**src/rtl/port_h_alt_map.vh**
```
`ifndef PORT_H_ALT_MAP_VH
`define PORT_H_ALT_MAP_VH

// ----------------------------------------------------------------
// register bus geometry
// ----------------------------------------------------------------
`define PH_ADDR_W          3
`define PH_DATA_W          8
`define PH_PINS            8
`define PH_SEG_LINES       40

// ----------------------------------------------------------------
// register offsets
// ----------------------------------------------------------------
`define PH_REG_CTRL        3'h0
`define PH_REG_MASK        3'h1
`define PH_REG_SENSE       3'h2
`define PH_REG_STATUS      3'h3
`define PH_REG_CLEAR       3'h4
`define PH_REG_IRQ_EN      3'h5
`define PH_REG_GATE        3'h6

// ----------------------------------------------------------------
// control register fields
// ----------------------------------------------------------------
`define PH_CTRL_LCD_ON     0
`define PH_CTRL_LOW_POWER  1
`define PH_CTRL_GROUP0_ON  2
`define PH_CTRL_USED_W     3

// ----------------------------------------------------------------
// reset values
// ----------------------------------------------------------------
`define PH_CTRL_RESET      3'h0
`define PH_MASK_RESET      8'h00
`define PH_STATUS_RESET    8'h00
`define PH_IRQ_EN_RESET    8'h00

// ----------------------------------------------------------------
// segment lines per pin
// ----------------------------------------------------------------
`define PH_SEG_PIN7        36
`define PH_SEG_PIN6        37
`define PH_SEG_PIN5        38
`define PH_SEG_PIN4        39
`define PH_SEG_PIN3        7
`define PH_SEG_PIN2        8
`define PH_SEG_PIN1        9
`define PH_SEG_PIN0        10

// ----------------------------------------------------------------
// fixed override values
// ----------------------------------------------------------------
`define PH_PULLUP_OVR_VAL  8'h00
`define PH_DIR_OVR_VAL     8'h00
`define PH_OUTVAL_OVR_ON   8'h00
`define PH_OUTVAL_OVR_VAL  8'h00
`define PH_GATE_OVR_VAL    8'h00

`endif

```
**src/rtl/pin_level_sync.v**
```verilog
// ----------------------------------------------------------------
// two-stage synchroniser for the pad levels
// ----------------------------------------------------------------
module pin_level_sync #(
    parameter WIDTH = 8
) (
    input  wire             core_clk_in,
    input  wire             rstn_in,
    input  wire [WIDTH-1:0] level_in,
    output wire [WIDTH-1:0] level_out
);

    reg [WIDTH-1:0] stage_one;
    reg [WIDTH-1:0] stage_two;

    genvar i;

    // one flop pair per pin; only stage_two may be read outside
    generate
        for (i = 0; i < WIDTH; i = i + 1) begin : g_sync
            always @(posedge core_clk_in or negedge rstn_in) begin
                if (!rstn_in) begin
                    stage_one[i] <= 1'b0;
                    stage_two[i] <= 1'b0;
                end else begin
                    stage_one[i] <= level_in[i];
                    stage_two[i] <= stage_one[i];
                end
            end
        end
    endgenerate

    assign level_out = stage_two;

endmodule // pin_level_sync

```
**src/rtl/port_h_alt_function_override.v**
```verilog
// Behaviour
// - pins 7..0 feed pin-change interrupt sources 23..16 in order
// - pins 7,6,5,4 carry LCD front-plane lines 36,37,38,39 when LCD drives
// - pins 3,2,1,0 carry LCD front-plane lines 7,8,9,10 when LCD drives
// - pull-up forced off while LCD enabled; output value never overridden
// - direction forced to input while LCD enabled, else direction register
// - input gate override needs mask bit, group 0, LCD on and low power
// - synchronised pin sense feeds each pin-change source, even under LCD
// - LCD segment drive reaches each pin's analog path when LCD enabled
`include "port_h_alt_map.vh"

module port_h_alt_function_override (
    input  wire                      core_clk_in,
    input  wire                      rstn_in,
    // register port
    input  wire [`PH_ADDR_W-1:0]     reg_addr_in,
    input  wire [`PH_DATA_W-1:0]     reg_wdata_in,
    input  wire                      reg_wr_in,
    input  wire                      reg_rd_in,
    output reg  [`PH_DATA_W-1:0]     reg_rdata_out,
    // pad and port side
    input  wire [`PH_PINS-1:0]       pad_level_in,
    input  wire [`PH_PINS-1:0]       dir_reg_in,
    input  wire [`PH_SEG_LINES-1:0]  plane_drive_signal_in,
    // overrides towards the generic port logic
    output reg  [`PH_PINS-1:0]       pullup_override_on_out,
    output reg  [`PH_PINS-1:0]       pullup_override_val_out,
    output reg  [`PH_PINS-1:0]       direction_override_on_out,
    output reg  [`PH_PINS-1:0]       direction_override_val_out,
    output reg  [`PH_PINS-1:0]       outval_override_on_out,
    output reg  [`PH_PINS-1:0]       outval_override_val_out,
    output reg  [`PH_PINS-1:0]       input_gate_override_on_out,
    output reg  [`PH_PINS-1:0]       input_gate_override_val_out,
    output reg  [`PH_PINS-1:0]       dir_effective_out,
    output reg  [`PH_PINS-1:0]       pin_sense_path_out,
    output reg  [`PH_PINS-1:0]       analog_pad_path_out,
    // pin-change interrupt sources
    output wire                      change_irq_src_23_out,
    output wire                      change_irq_src_22_out,
    output wire                      change_irq_src_21_out,
    output wire                      change_irq_src_20_out,
    output wire                      change_irq_src_19_out,
    output wire                      change_irq_src_18_out,
    output wire                      change_irq_src_17_out,
    output wire                      change_irq_src_16_out,
    // interrupt
    output wire                      irq_out
);

    // ----------------------------------------------------------------
    // address decode helper
    // ----------------------------------------------------------------
    function addr_is;
        input [`PH_ADDR_W-1:0] addr;
        input [`PH_ADDR_W-1:0] offset;
        begin
            addr_is = (addr == offset);
        end
    endfunction

    // segment line carried by each pin
    function integer seg_for_pin;
        input integer pin;
        begin
            case (pin)
                7:       seg_for_pin = `PH_SEG_PIN7;
                6:       seg_for_pin = `PH_SEG_PIN6;
                5:       seg_for_pin = `PH_SEG_PIN5;
                4:       seg_for_pin = `PH_SEG_PIN4;
                3:       seg_for_pin = `PH_SEG_PIN3;
                2:       seg_for_pin = `PH_SEG_PIN2;
                1:       seg_for_pin = `PH_SEG_PIN1;
                default: seg_for_pin = `PH_SEG_PIN0;
            endcase
        end
    endfunction

    // ----------------------------------------------------------------
    // declarations
    // ----------------------------------------------------------------
    reg  [`PH_CTRL_USED_W-1:0] ctrl;
    reg  [`PH_PINS-1:0]        change_mask;
    reg  [`PH_PINS-1:0]        change_status;
    reg  [`PH_PINS-1:0]        irq_enable;
    reg  [`PH_PINS-1:0]        sense_prev;
    reg  [`PH_DATA_W-1:0]      next_rdata;
    reg  [`PH_PINS-1:0]        next_status;

    wire [`PH_PINS-1:0]        sense_sync;
    wire [`PH_PINS-1:0]        seg_pick;
    wire [`PH_PINS-1:0]        gate_on;
    wire [`PH_PINS-1:0]        change_event;
    wire                       lcd_ctrl_on;
    wire                       lcd_low_power_sel;
    wire                       change_irq_group0_on;
    wire                       wr_ctrl;
    wire                       wr_mask;
    wire                       wr_clear;
    wire                       wr_irq_en;

    // ----------------------------------------------------------------
    // control fields
    // ----------------------------------------------------------------
    assign lcd_ctrl_on          = ctrl[`PH_CTRL_LCD_ON];
    assign lcd_low_power_sel    = ctrl[`PH_CTRL_LOW_POWER];
    assign change_irq_group0_on = ctrl[`PH_CTRL_GROUP0_ON];

    // write decode; strobes are single cycle so no edge detect needed
    assign wr_ctrl   = reg_wr_in && addr_is(reg_addr_in, `PH_REG_CTRL);
    assign wr_mask   = reg_wr_in && addr_is(reg_addr_in, `PH_REG_MASK);
    assign wr_clear  = reg_wr_in && addr_is(reg_addr_in, `PH_REG_CLEAR);
    assign wr_irq_en = reg_wr_in && addr_is(reg_addr_in, `PH_REG_IRQ_EN);

    // ----------------------------------------------------------------
    // pad synchronisation
    // ----------------------------------------------------------------
    // pads are asynchronous to the core, so nothing reads them raw
    pin_level_sync #(
        .WIDTH      (`PH_PINS)
    ) u_sync (
        .core_clk_in (core_clk_in),
        .rstn_in     (rstn_in),
        .level_in    (pad_level_in),
        .level_out   (sense_sync)
    );

    // ----------------------------------------------------------------
    // per-pin segment selection and gate condition
    // ----------------------------------------------------------------
    genvar p;
    generate
        for (p = 0; p < `PH_PINS; p = p + 1) begin : g_pin
            // fixed line per pin; upper and lower halves use different banks
            assign seg_pick[p] = plane_drive_signal_in[seg_for_pin(p)];
            // all four terms must hold at once
            assign gate_on[p]  = change_mask[p] & change_irq_group0_on
                               & lcd_ctrl_on & lcd_low_power_sel;
        end
    endgenerate

    // a change on a masked synchronised level counts while group 0 is on, whatever drives the pin
    assign change_event = (sense_sync ^ sense_prev) & change_mask
                        & {`PH_PINS{change_irq_group0_on}};

    // ----------------------------------------------------------------
    // control registers
    // ----------------------------------------------------------------
    always @(posedge core_clk_in or negedge rstn_in) begin
        if (!rstn_in) begin
            ctrl        <= `PH_CTRL_RESET;
            change_mask <= `PH_MASK_RESET;
            irq_enable  <= `PH_IRQ_EN_RESET;
        end else begin
            if (wr_ctrl) begin
                ctrl <= reg_wdata_in[`PH_CTRL_USED_W-1:0];
            end
            if (wr_mask) begin
                change_mask <= reg_wdata_in[`PH_PINS-1:0];
            end
            if (wr_irq_en) begin
                irq_enable <= reg_wdata_in[`PH_PINS-1:0];
            end
        end
    end

    // ----------------------------------------------------------------
    // sticky change status
    // ----------------------------------------------------------------
    // a new event in the clear cycle survives: set is applied last
    always @* begin
        next_status = change_status;
        if (wr_clear) begin
            next_status = next_status & ~reg_wdata_in[`PH_PINS-1:0];
        end
        next_status = next_status | change_event;
    end

    always @(posedge core_clk_in or negedge rstn_in) begin
        if (!rstn_in) begin
            change_status <= `PH_STATUS_RESET;
            sense_prev    <= {`PH_PINS{1'b0}};
        end else begin
            change_status <= next_status;
            sense_prev    <= sense_sync;
        end
    end

    // level interrupt, high while any enabled status bit is set
    assign irq_out = |(change_status & irq_enable);

    // ----------------------------------------------------------------
    // override outputs
    // ----------------------------------------------------------------
    // registered so the port logic sees glitch-free overrides; costs one cycle
    always @(posedge core_clk_in or negedge rstn_in) begin
        if (!rstn_in) begin
            pullup_override_on_out      <= {`PH_PINS{1'b0}};
            pullup_override_val_out     <= `PH_PULLUP_OVR_VAL;
            direction_override_on_out   <= {`PH_PINS{1'b0}};
            direction_override_val_out  <= `PH_DIR_OVR_VAL;
            outval_override_on_out      <= `PH_OUTVAL_OVR_ON;
            outval_override_val_out     <= `PH_OUTVAL_OVR_VAL;
            input_gate_override_on_out  <= {`PH_PINS{1'b0}};
            input_gate_override_val_out <= `PH_GATE_OVR_VAL;
            dir_effective_out           <= {`PH_PINS{1'b0}};
        end else begin
            pullup_override_on_out      <= {`PH_PINS{lcd_ctrl_on}};
            pullup_override_val_out     <= `PH_PULLUP_OVR_VAL;
            outval_override_on_out      <= `PH_OUTVAL_OVR_ON;
            outval_override_val_out     <= `PH_OUTVAL_OVR_VAL;
            direction_override_on_out   <= {`PH_PINS{lcd_ctrl_on}};
            direction_override_val_out  <= `PH_DIR_OVR_VAL;
            // override to input under LCD, otherwise the register decides
            dir_effective_out           <= lcd_ctrl_on ? `PH_DIR_OVR_VAL
                                                       : dir_reg_in;
            input_gate_override_on_out  <= gate_on;
            // only the disabled value is ever offered
            input_gate_override_val_out <= `PH_GATE_OVR_VAL;
        end
    end

    // ----------------------------------------------------------------
    // sense and analog paths
    // ----------------------------------------------------------------
    // sense path is never gated so changes stay visible under LCD drive
    always @(posedge core_clk_in or negedge rstn_in) begin
        if (!rstn_in) begin
            pin_sense_path_out  <= {`PH_PINS{1'b0}};
            analog_pad_path_out <= {`PH_PINS{1'b0}};
        end else begin
            pin_sense_path_out  <= sense_sync;
            analog_pad_path_out <= seg_pick & {`PH_PINS{lcd_ctrl_on}};
        end
    end

    // ----------------------------------------------------------------
    // pin-change source fan-out
    // ----------------------------------------------------------------
    assign change_irq_src_23_out = pin_sense_path_out[7];
    assign change_irq_src_22_out = pin_sense_path_out[6];
    assign change_irq_src_21_out = pin_sense_path_out[5];
    assign change_irq_src_20_out = pin_sense_path_out[4];
    assign change_irq_src_19_out = pin_sense_path_out[3];
    assign change_irq_src_18_out = pin_sense_path_out[2];
    assign change_irq_src_17_out = pin_sense_path_out[1];
    assign change_irq_src_16_out = pin_sense_path_out[0];

    // ----------------------------------------------------------------
    // read path
    // ----------------------------------------------------------------
    // unmapped and write-only offsets read as zero
    always @* begin
        next_rdata = {`PH_DATA_W{1'b0}};
        if (reg_rd_in) begin
            case (reg_addr_in)
                `PH_REG_CTRL:   next_rdata = {{(`PH_DATA_W-`PH_CTRL_USED_W){1'b0}}, ctrl};
                `PH_REG_MASK:   next_rdata = change_mask;
                `PH_REG_SENSE:  next_rdata = sense_sync;
                `PH_REG_STATUS: next_rdata = change_status;
                `PH_REG_IRQ_EN: next_rdata = irq_enable;
                `PH_REG_GATE:   next_rdata = gate_on;
                default:        next_rdata = {`PH_DATA_W{1'b0}};
            endcase
        end
    end

    // data stands only in the cycle after the read strobe
    always @(posedge core_clk_in or negedge rstn_in) begin
        if (!rstn_in) begin
            reg_rdata_out <= {`PH_DATA_W{1'b0}};
        end else begin
            reg_rdata_out <= next_rdata;
        end
    end

endmodule // port_h_alt_function_override

```
**config.mk**
```make
export PLATFORM = sky130hd
export DESIGN_NAME = port_h_alt_function_override
export DESIGN_NICKNAME = d
export VERILOG_FILES = /design/src/rtl/pin_level_sync.v /design/src/rtl/port_h_alt_function_override.v
export VERILOG_INCLUDE_DIRS = /design/src /design/src/rtl
export SDC_FILE = /design/constraint.sdc
export NUM_CORES = 1
export LEC_CHECK = 0
export ABC_AREA = 0
export BUFFER_PORTS_ARGS = -buffer_cell sky130_fd_sc_hd__clkbuf_2
export CORE_AREA = 2 2 106 108
export CTS_BUF_LIST = sky130_fd_sc_hd__clkbuf_16
export DETAILED_ROUTE_END_ITERATION = 10
export DIE_AREA = 0 0 108 110
export GPL_ROUTABILITY_DRIVEN = 0
export GPL_TIMING_DRIVEN = 0
export PLACE_DENSITY = 0.62
export SLEW_MARGIN = 20
export SYNTH_ARGS = -nofsm -noshare
export SYNTH_HDL_FRONTEND = slang
export SYNTH_SLANG_ARGS = --single-unit
```
**constraint.sdc**
```tcl
create_clock -name core_clk_in -period 1.7 [get_ports core_clk_in]
set_clock_uncertainty 0.15 [all_clocks]
set_input_delay 0.085 -clock core_clk_in [delete_from_list [all_inputs] [get_ports core_clk_in]]
set_output_delay 0.085 -clock core_clk_in [all_outputs]
set_load 0.005 [all_outputs]
```
Word-level counts from Yosys, hierarchy flattened
Cells that the tools add are included.
Widths: inputs -> output; s select.
{ "totals": {"out_inout_bits": 105, "word_cells": 74, "regBits": 84} }
{ "op_classes": {"eq_ne": 6, "muxes": 4, "n_reduce_logical": 6, "n_bitwise": 32} }
{ "ops": {"columns": ["op", "n"], "rows": [
  ["$pmux 8 s6", 1],
  ["$and 8x8->8", 5],
  ["$and 1x1->1", 24],
  ["$mux 8", 3],
  ["$eq 3x3->1 const B", 3],
  ["$not 8->8", 1],
  ["$or 8x8->8", 1],
  ["$reduce_or 8->1", 1],
  ["$xor 8x8->8", 1],
  ["$eq 3x2->1 const B", 2],
  ["$logic_and 1x1->1", 4],
  ["$eq 3x1->1 const B", 1],
  ["$logic_not 3->1", 1]
]} }

Longest topological paths before layout
{ "logic_depth": {"depth_word": 5, "depth_mapped": 6} }

Modules after synthesis
A second synthesis with hierarchy kept.
{ "unflattened": {"hier_cells": 290, "area_unflattened_um2": 3669.8} }
{ "modules_own_cells": {"columns": ["module", "cells_per_inst", "area_per_inst_um2", "instances"], "rows": [
  ["port_h_alt_function_override", 274, 3269.4, 1],
  ["pin_level_sync", 16, 400.4, 1]
]} }

Worst setup path before layout
Ideal clock, no wire load.
{ "synth_path": {"path_type": "flip-flop to flip-flop", "start": "reg u_sync.stage_two[0] (netlist: u_sync.level_out[0])", "end": "reg reg_rdata_out[0]", "setup_slack_ns": 0.363, "period_less_slack_ns": 1.337, "n_path_buf": 0, "stages_incl_launch_ff": 5, "setup_ns": 0.125, "t_arrival_ns": 1.062, "required_time_ns": 1.425, "cell_sequence": "dfrtp_1 mux2_4 a22o_1 a221oi_2 nor2_1"} }
{ "synth_between": {"elab_chain_cells": 2} }
{ "synth_rtl": {"columns": ["element", "line", "rtl"], "rows": [
  ["start: declaration", "pin_level_sync.v:14", "reg [WIDTH-1:0] stage_two;"],
  ["start signal: indexed assignment", "pin_level_sync.v:27", "stage_two[i] <= stage_one[i];"],
  ["$pmux 8 s6", "port_h_alt_function_override.v:255", "case (reg_addr_in)"],
  ["$mux 8", "port_h_alt_function_override.v:254", "if (reg_rd_in) begin"],
  ["via next_rdata[0]", "port_h_alt_function_override.v:86", "reg [`PH_DATA_W-1:0] next_rdata;"],
  ["end signal: assignment", "port_h_alt_function_override.v:270", "reg_rdata_out <= {`PH_DATA_W{1'b0}};"],
  ["end signal: assignment", "port_h_alt_function_override.v:272", "reg_rdata_out <= next_rdata;"],
  ["end: declaration", "port_h_alt_function_override.v:20", "output reg [`PH_DATA_W-1:0] reg_rdata_out,"]
]} }
The timed path passes the listed nets, and every way through them passes these cells.
A chain may end at the register's enable or synchronous reset.

Worst setup path in the final report
{ "layout_path": {"start": "reg change_status[2]", "end": "out irq_out"} }
{ "layout_between": {"elab_chain_cells": 2} }
{ "layout_rtl": {"columns": ["element", "line", "rtl"], "rows": [
  ["start: declaration", "port_h_alt_function_override.v:83", "reg [`PH_PINS-1:0] change_status;"],
  ["start signal: assignment", "port_h_alt_function_override.v:180", "change_status <= `PH_STATUS_RESET;"],
  ["start signal: assignment", "port_h_alt_function_override.v:183", "change_status <= next_status;"],
  ["$and 8x8->8", "port_h_alt_function_override.v:189", "assign irq_out = |(change_status & irq_enable);"],
  ["$reduce_or 8->1", "port_h_alt_function_override.v:189", null],
  ["end: declaration", "port_h_alt_function_override.v:47", "output wire irq_out"]
]} }
No other way between the ends.

==> flow_summary.yaml <==
status:
  status: "finished clean"
floorplanning:
  core.rowCount: 38
  io_pins: 176
  die-area_um2: 11900
  core-area_um2: 10700
  die_x_um: 108
  initial_core_util: 0.344
  fp.dieH_um: 110
synth:
  ys_ff_latch: 84
  ys_seq_area_frac: 0.571
  synth_cell_types: 38
  synth_area_leaders: "dfrtp_1, buf_4, mux2_1"
  netlist.area_leader.share: 0.571
  syn_avg_cell_area_um2: 12.8
  yosysWarnings: 0
  synth_area_um2: 3680
  yosysTopAreaCell: "dfrtp_1"
  synth_cells: 288
pwr:
  power_leakage_nw: 2.62
  power_density_nw_per_um2: 1020
  ir_worst_vdd_v: 0.000454
placed_design:
  pre_cts_slack_ns: -0.0479
  dp_hpwl_um: 5700
  dpl-instance-area_um2: 4540
  portBuffers: 101
flow_run:
  cap_viol_max_count: 0
cells_and_area:
  drive_above_1_share: 0.409
  layout_commonest_cell: "clkbuf_2"
  syn_to_final_growth_pct: 38.7
  final_cell_mix: "clkbuf_2, dfrtp_1, buf_4"
  diodes: 0
  stdcell_area_um2: 5110
  num-nets-final: 544
drt:
  wl_um: 8240
  drt_iter0_drc: 132
  route.detailed.drc: 0
  firstDrtPassIters: 5
  drtAntennaViolNets: 0
  wl_per_cell_um: 13.4
  num_vias: 2646
  routed_via_density: 4.31
grt:
  grt_max_degree: 50
  grt_pass1_vias: 2551
  overflow: 0
  grt_pass1_wl_um: 12800
  antenna_found_initial: 0
  grtUsageTotal: 0.143
cts:
  clk_pin_slew_worst_paths_ns: 0.05
  cts-root-buf: "clkbuf_16"
  cts_buffers: 9
  clk_path_buf_depth: 2
  cts_num_sinks: 84
  cts_tree: "built"
  clock_latency_ns: 0.33
  htree_num_levels: 3
sta:
  finalCriticalPeriod_ns: 1.54
  hold_slack_ns: 0.0348
  worst_slack_ns: 0.161
  final_hold_viol_count: 0
  rsz0062_at_grt: "false"
  slew_viol_final: 0
  report.final.setup_viol: 0
  fin_crit_sh: 0.906
  timing.fmax_ghz: 0.650
  finalSetupTns_ns: 0
  slew_headroom: 0.657
  tightest_slew_ns: 0.514
setup_path:
  crit_required_ns: 1.46
  worstSetupStartpointType: "flip-flop"
  worstPathMaxFanout: 3
  endpoint_kind: "primary output"
  critPathKind: "reg -> out"
  cp_data_arrival_time_ns: 1.30
worst_hold_path:
  hold_path.class: "in -> reg"
[cells by family after synthesis]
| kind of cell | count (synthesis) | synth area share |
|---|---|---|
| buf+inv | 74 | 0.149 |
| mux | 29 | 0.0904 |
| other cells | 1 | 0.00102 |
| xor+xnor | 8 | 0.0190 |
| flops | 84 | 0.571 |
| compound gates | 30 | 0.0680 |
| simple gates | 62 | 0.102 |
[worst max-delay path: stages, from the launching register on]
cell and delay, ns:
dfrtp_1 0.41, a22oi_1 0.23, nand4_1 0.17, clkbuf_2 0.15
[final cells by class]
| cell class | count | area, µm² |
|---|---|---|
| Buffer | 73 | 544 |
| Clock buffer | 9 | 225 |
| Clock inverter | 3 | 11.3 |
| Fill cell | 1019 | 5590 |
| Inverter | 1 | 3.75 |
| Multi-Input combinational cell | 169 | 1180 |
| Sequential cell | 84 | 2100 |
| Tap cell | 140 | 175 |
| Timing Repair Buffer | 135 | 866 |
[what timing repair did]
| item | in CTS | in global routing |
|---|---|---|
| hold buffers | 33 | 0 |
| endpoints found under the hold margin | 86 | 0 |
| resized for setup | 1 | 1 |
| setup endpoints to repair | 8 | 8 |
| setup buffers | 0 | 0 |
[per-stage QoR]
stage,utilization,total power [mW],std cells
detailed placement,0.424,3.57,569
floorplan,-,3.12,327
finish,0.477,5.23,614
global route,0.477,5.50,614
global placement,0.421,3.52,568
CTS,0.477,5.28,614
[power breakdown]
group / leakage (nW) / internal, mW / switching [mW]
combinational: 1.47 / 0.630 / 0.444
clock: 0.123 / 0.939 / 0.694
sequential: 1.03 / 2.28 / 0.241
[registers in the layout (all words and copies together), names as in the netlist]
name                        count
input_gate_override_on_out      8
irq_enable                      8
u_sync.level_out                8
change_status                   8
change_mask                     8
ctrl                            3
reg_rdata_out                   8
analog_pad_path_out             8
dir_effective_out               8
direction_override_on_out       1
u_sync.stage_one                8
pin_sense_path_out              8
[layer usage]
layer	GRT usage	vias up	wire length, µm
li1	-	1249	-
met1	0.176	1285	3420
met2	0.243	97	4150
met4	0.0659	0	178
met3	0.0306	15	488
met5	0	-	0
[path summary, 6_finish.rpt]
path / startpoint / to / slack [ns] / depth (start not counted)
hold / removal: reg_addr_in[2] / reg_rdata_out[2] / 0.03 / 4
hold reg to reg: u_sync.stage_one[4] / u_sync.level_out[4] / 0.20 / 0
setup reg to reg: ctrl[1] / reg_rdata_out[7] / 0.19 / 4
setup / recovery: change_status[2] / irq_out / 0.16 / 3
max in group asynchronous: rstn_in / pin_sense_path_out[5] / 0.65 / 3
min in group asynchronous: rstn_in / dir_effective_out[6] / 0.14 / 2
[synthesized netlist by cell type]
library cell,number
dfrtp_1,84
buf_4,65
mux2_1,20
and2_1,16
nand2_1,12
a32o_1,8
nor2_1,8
nor2b_1,8
xor2_1,8
mux2i_1,7
a222oi_1,5
nand3b_1,5
a22oi_1,4
o21ai_0,4
a21oi_1,3
buf_6,3
clkbuf_1,3
a32oi_1,2
and3_1,2
buf_2,2
nor2_2,2
a211o_1,1
a221oi_2,1
a22o_1,1
conb_1,1
inv_2,1
mux2_4,1
mux4_2,1
nand2b_1,1
nand2b_4,1
nand3_1,1
nand3_4,1
nand4_1,1
nand4b_1,1
nor2_4,1
nor2b_2,1
nor3_2,1
o21ai_1,1
(Power assumes the default switching activity.)
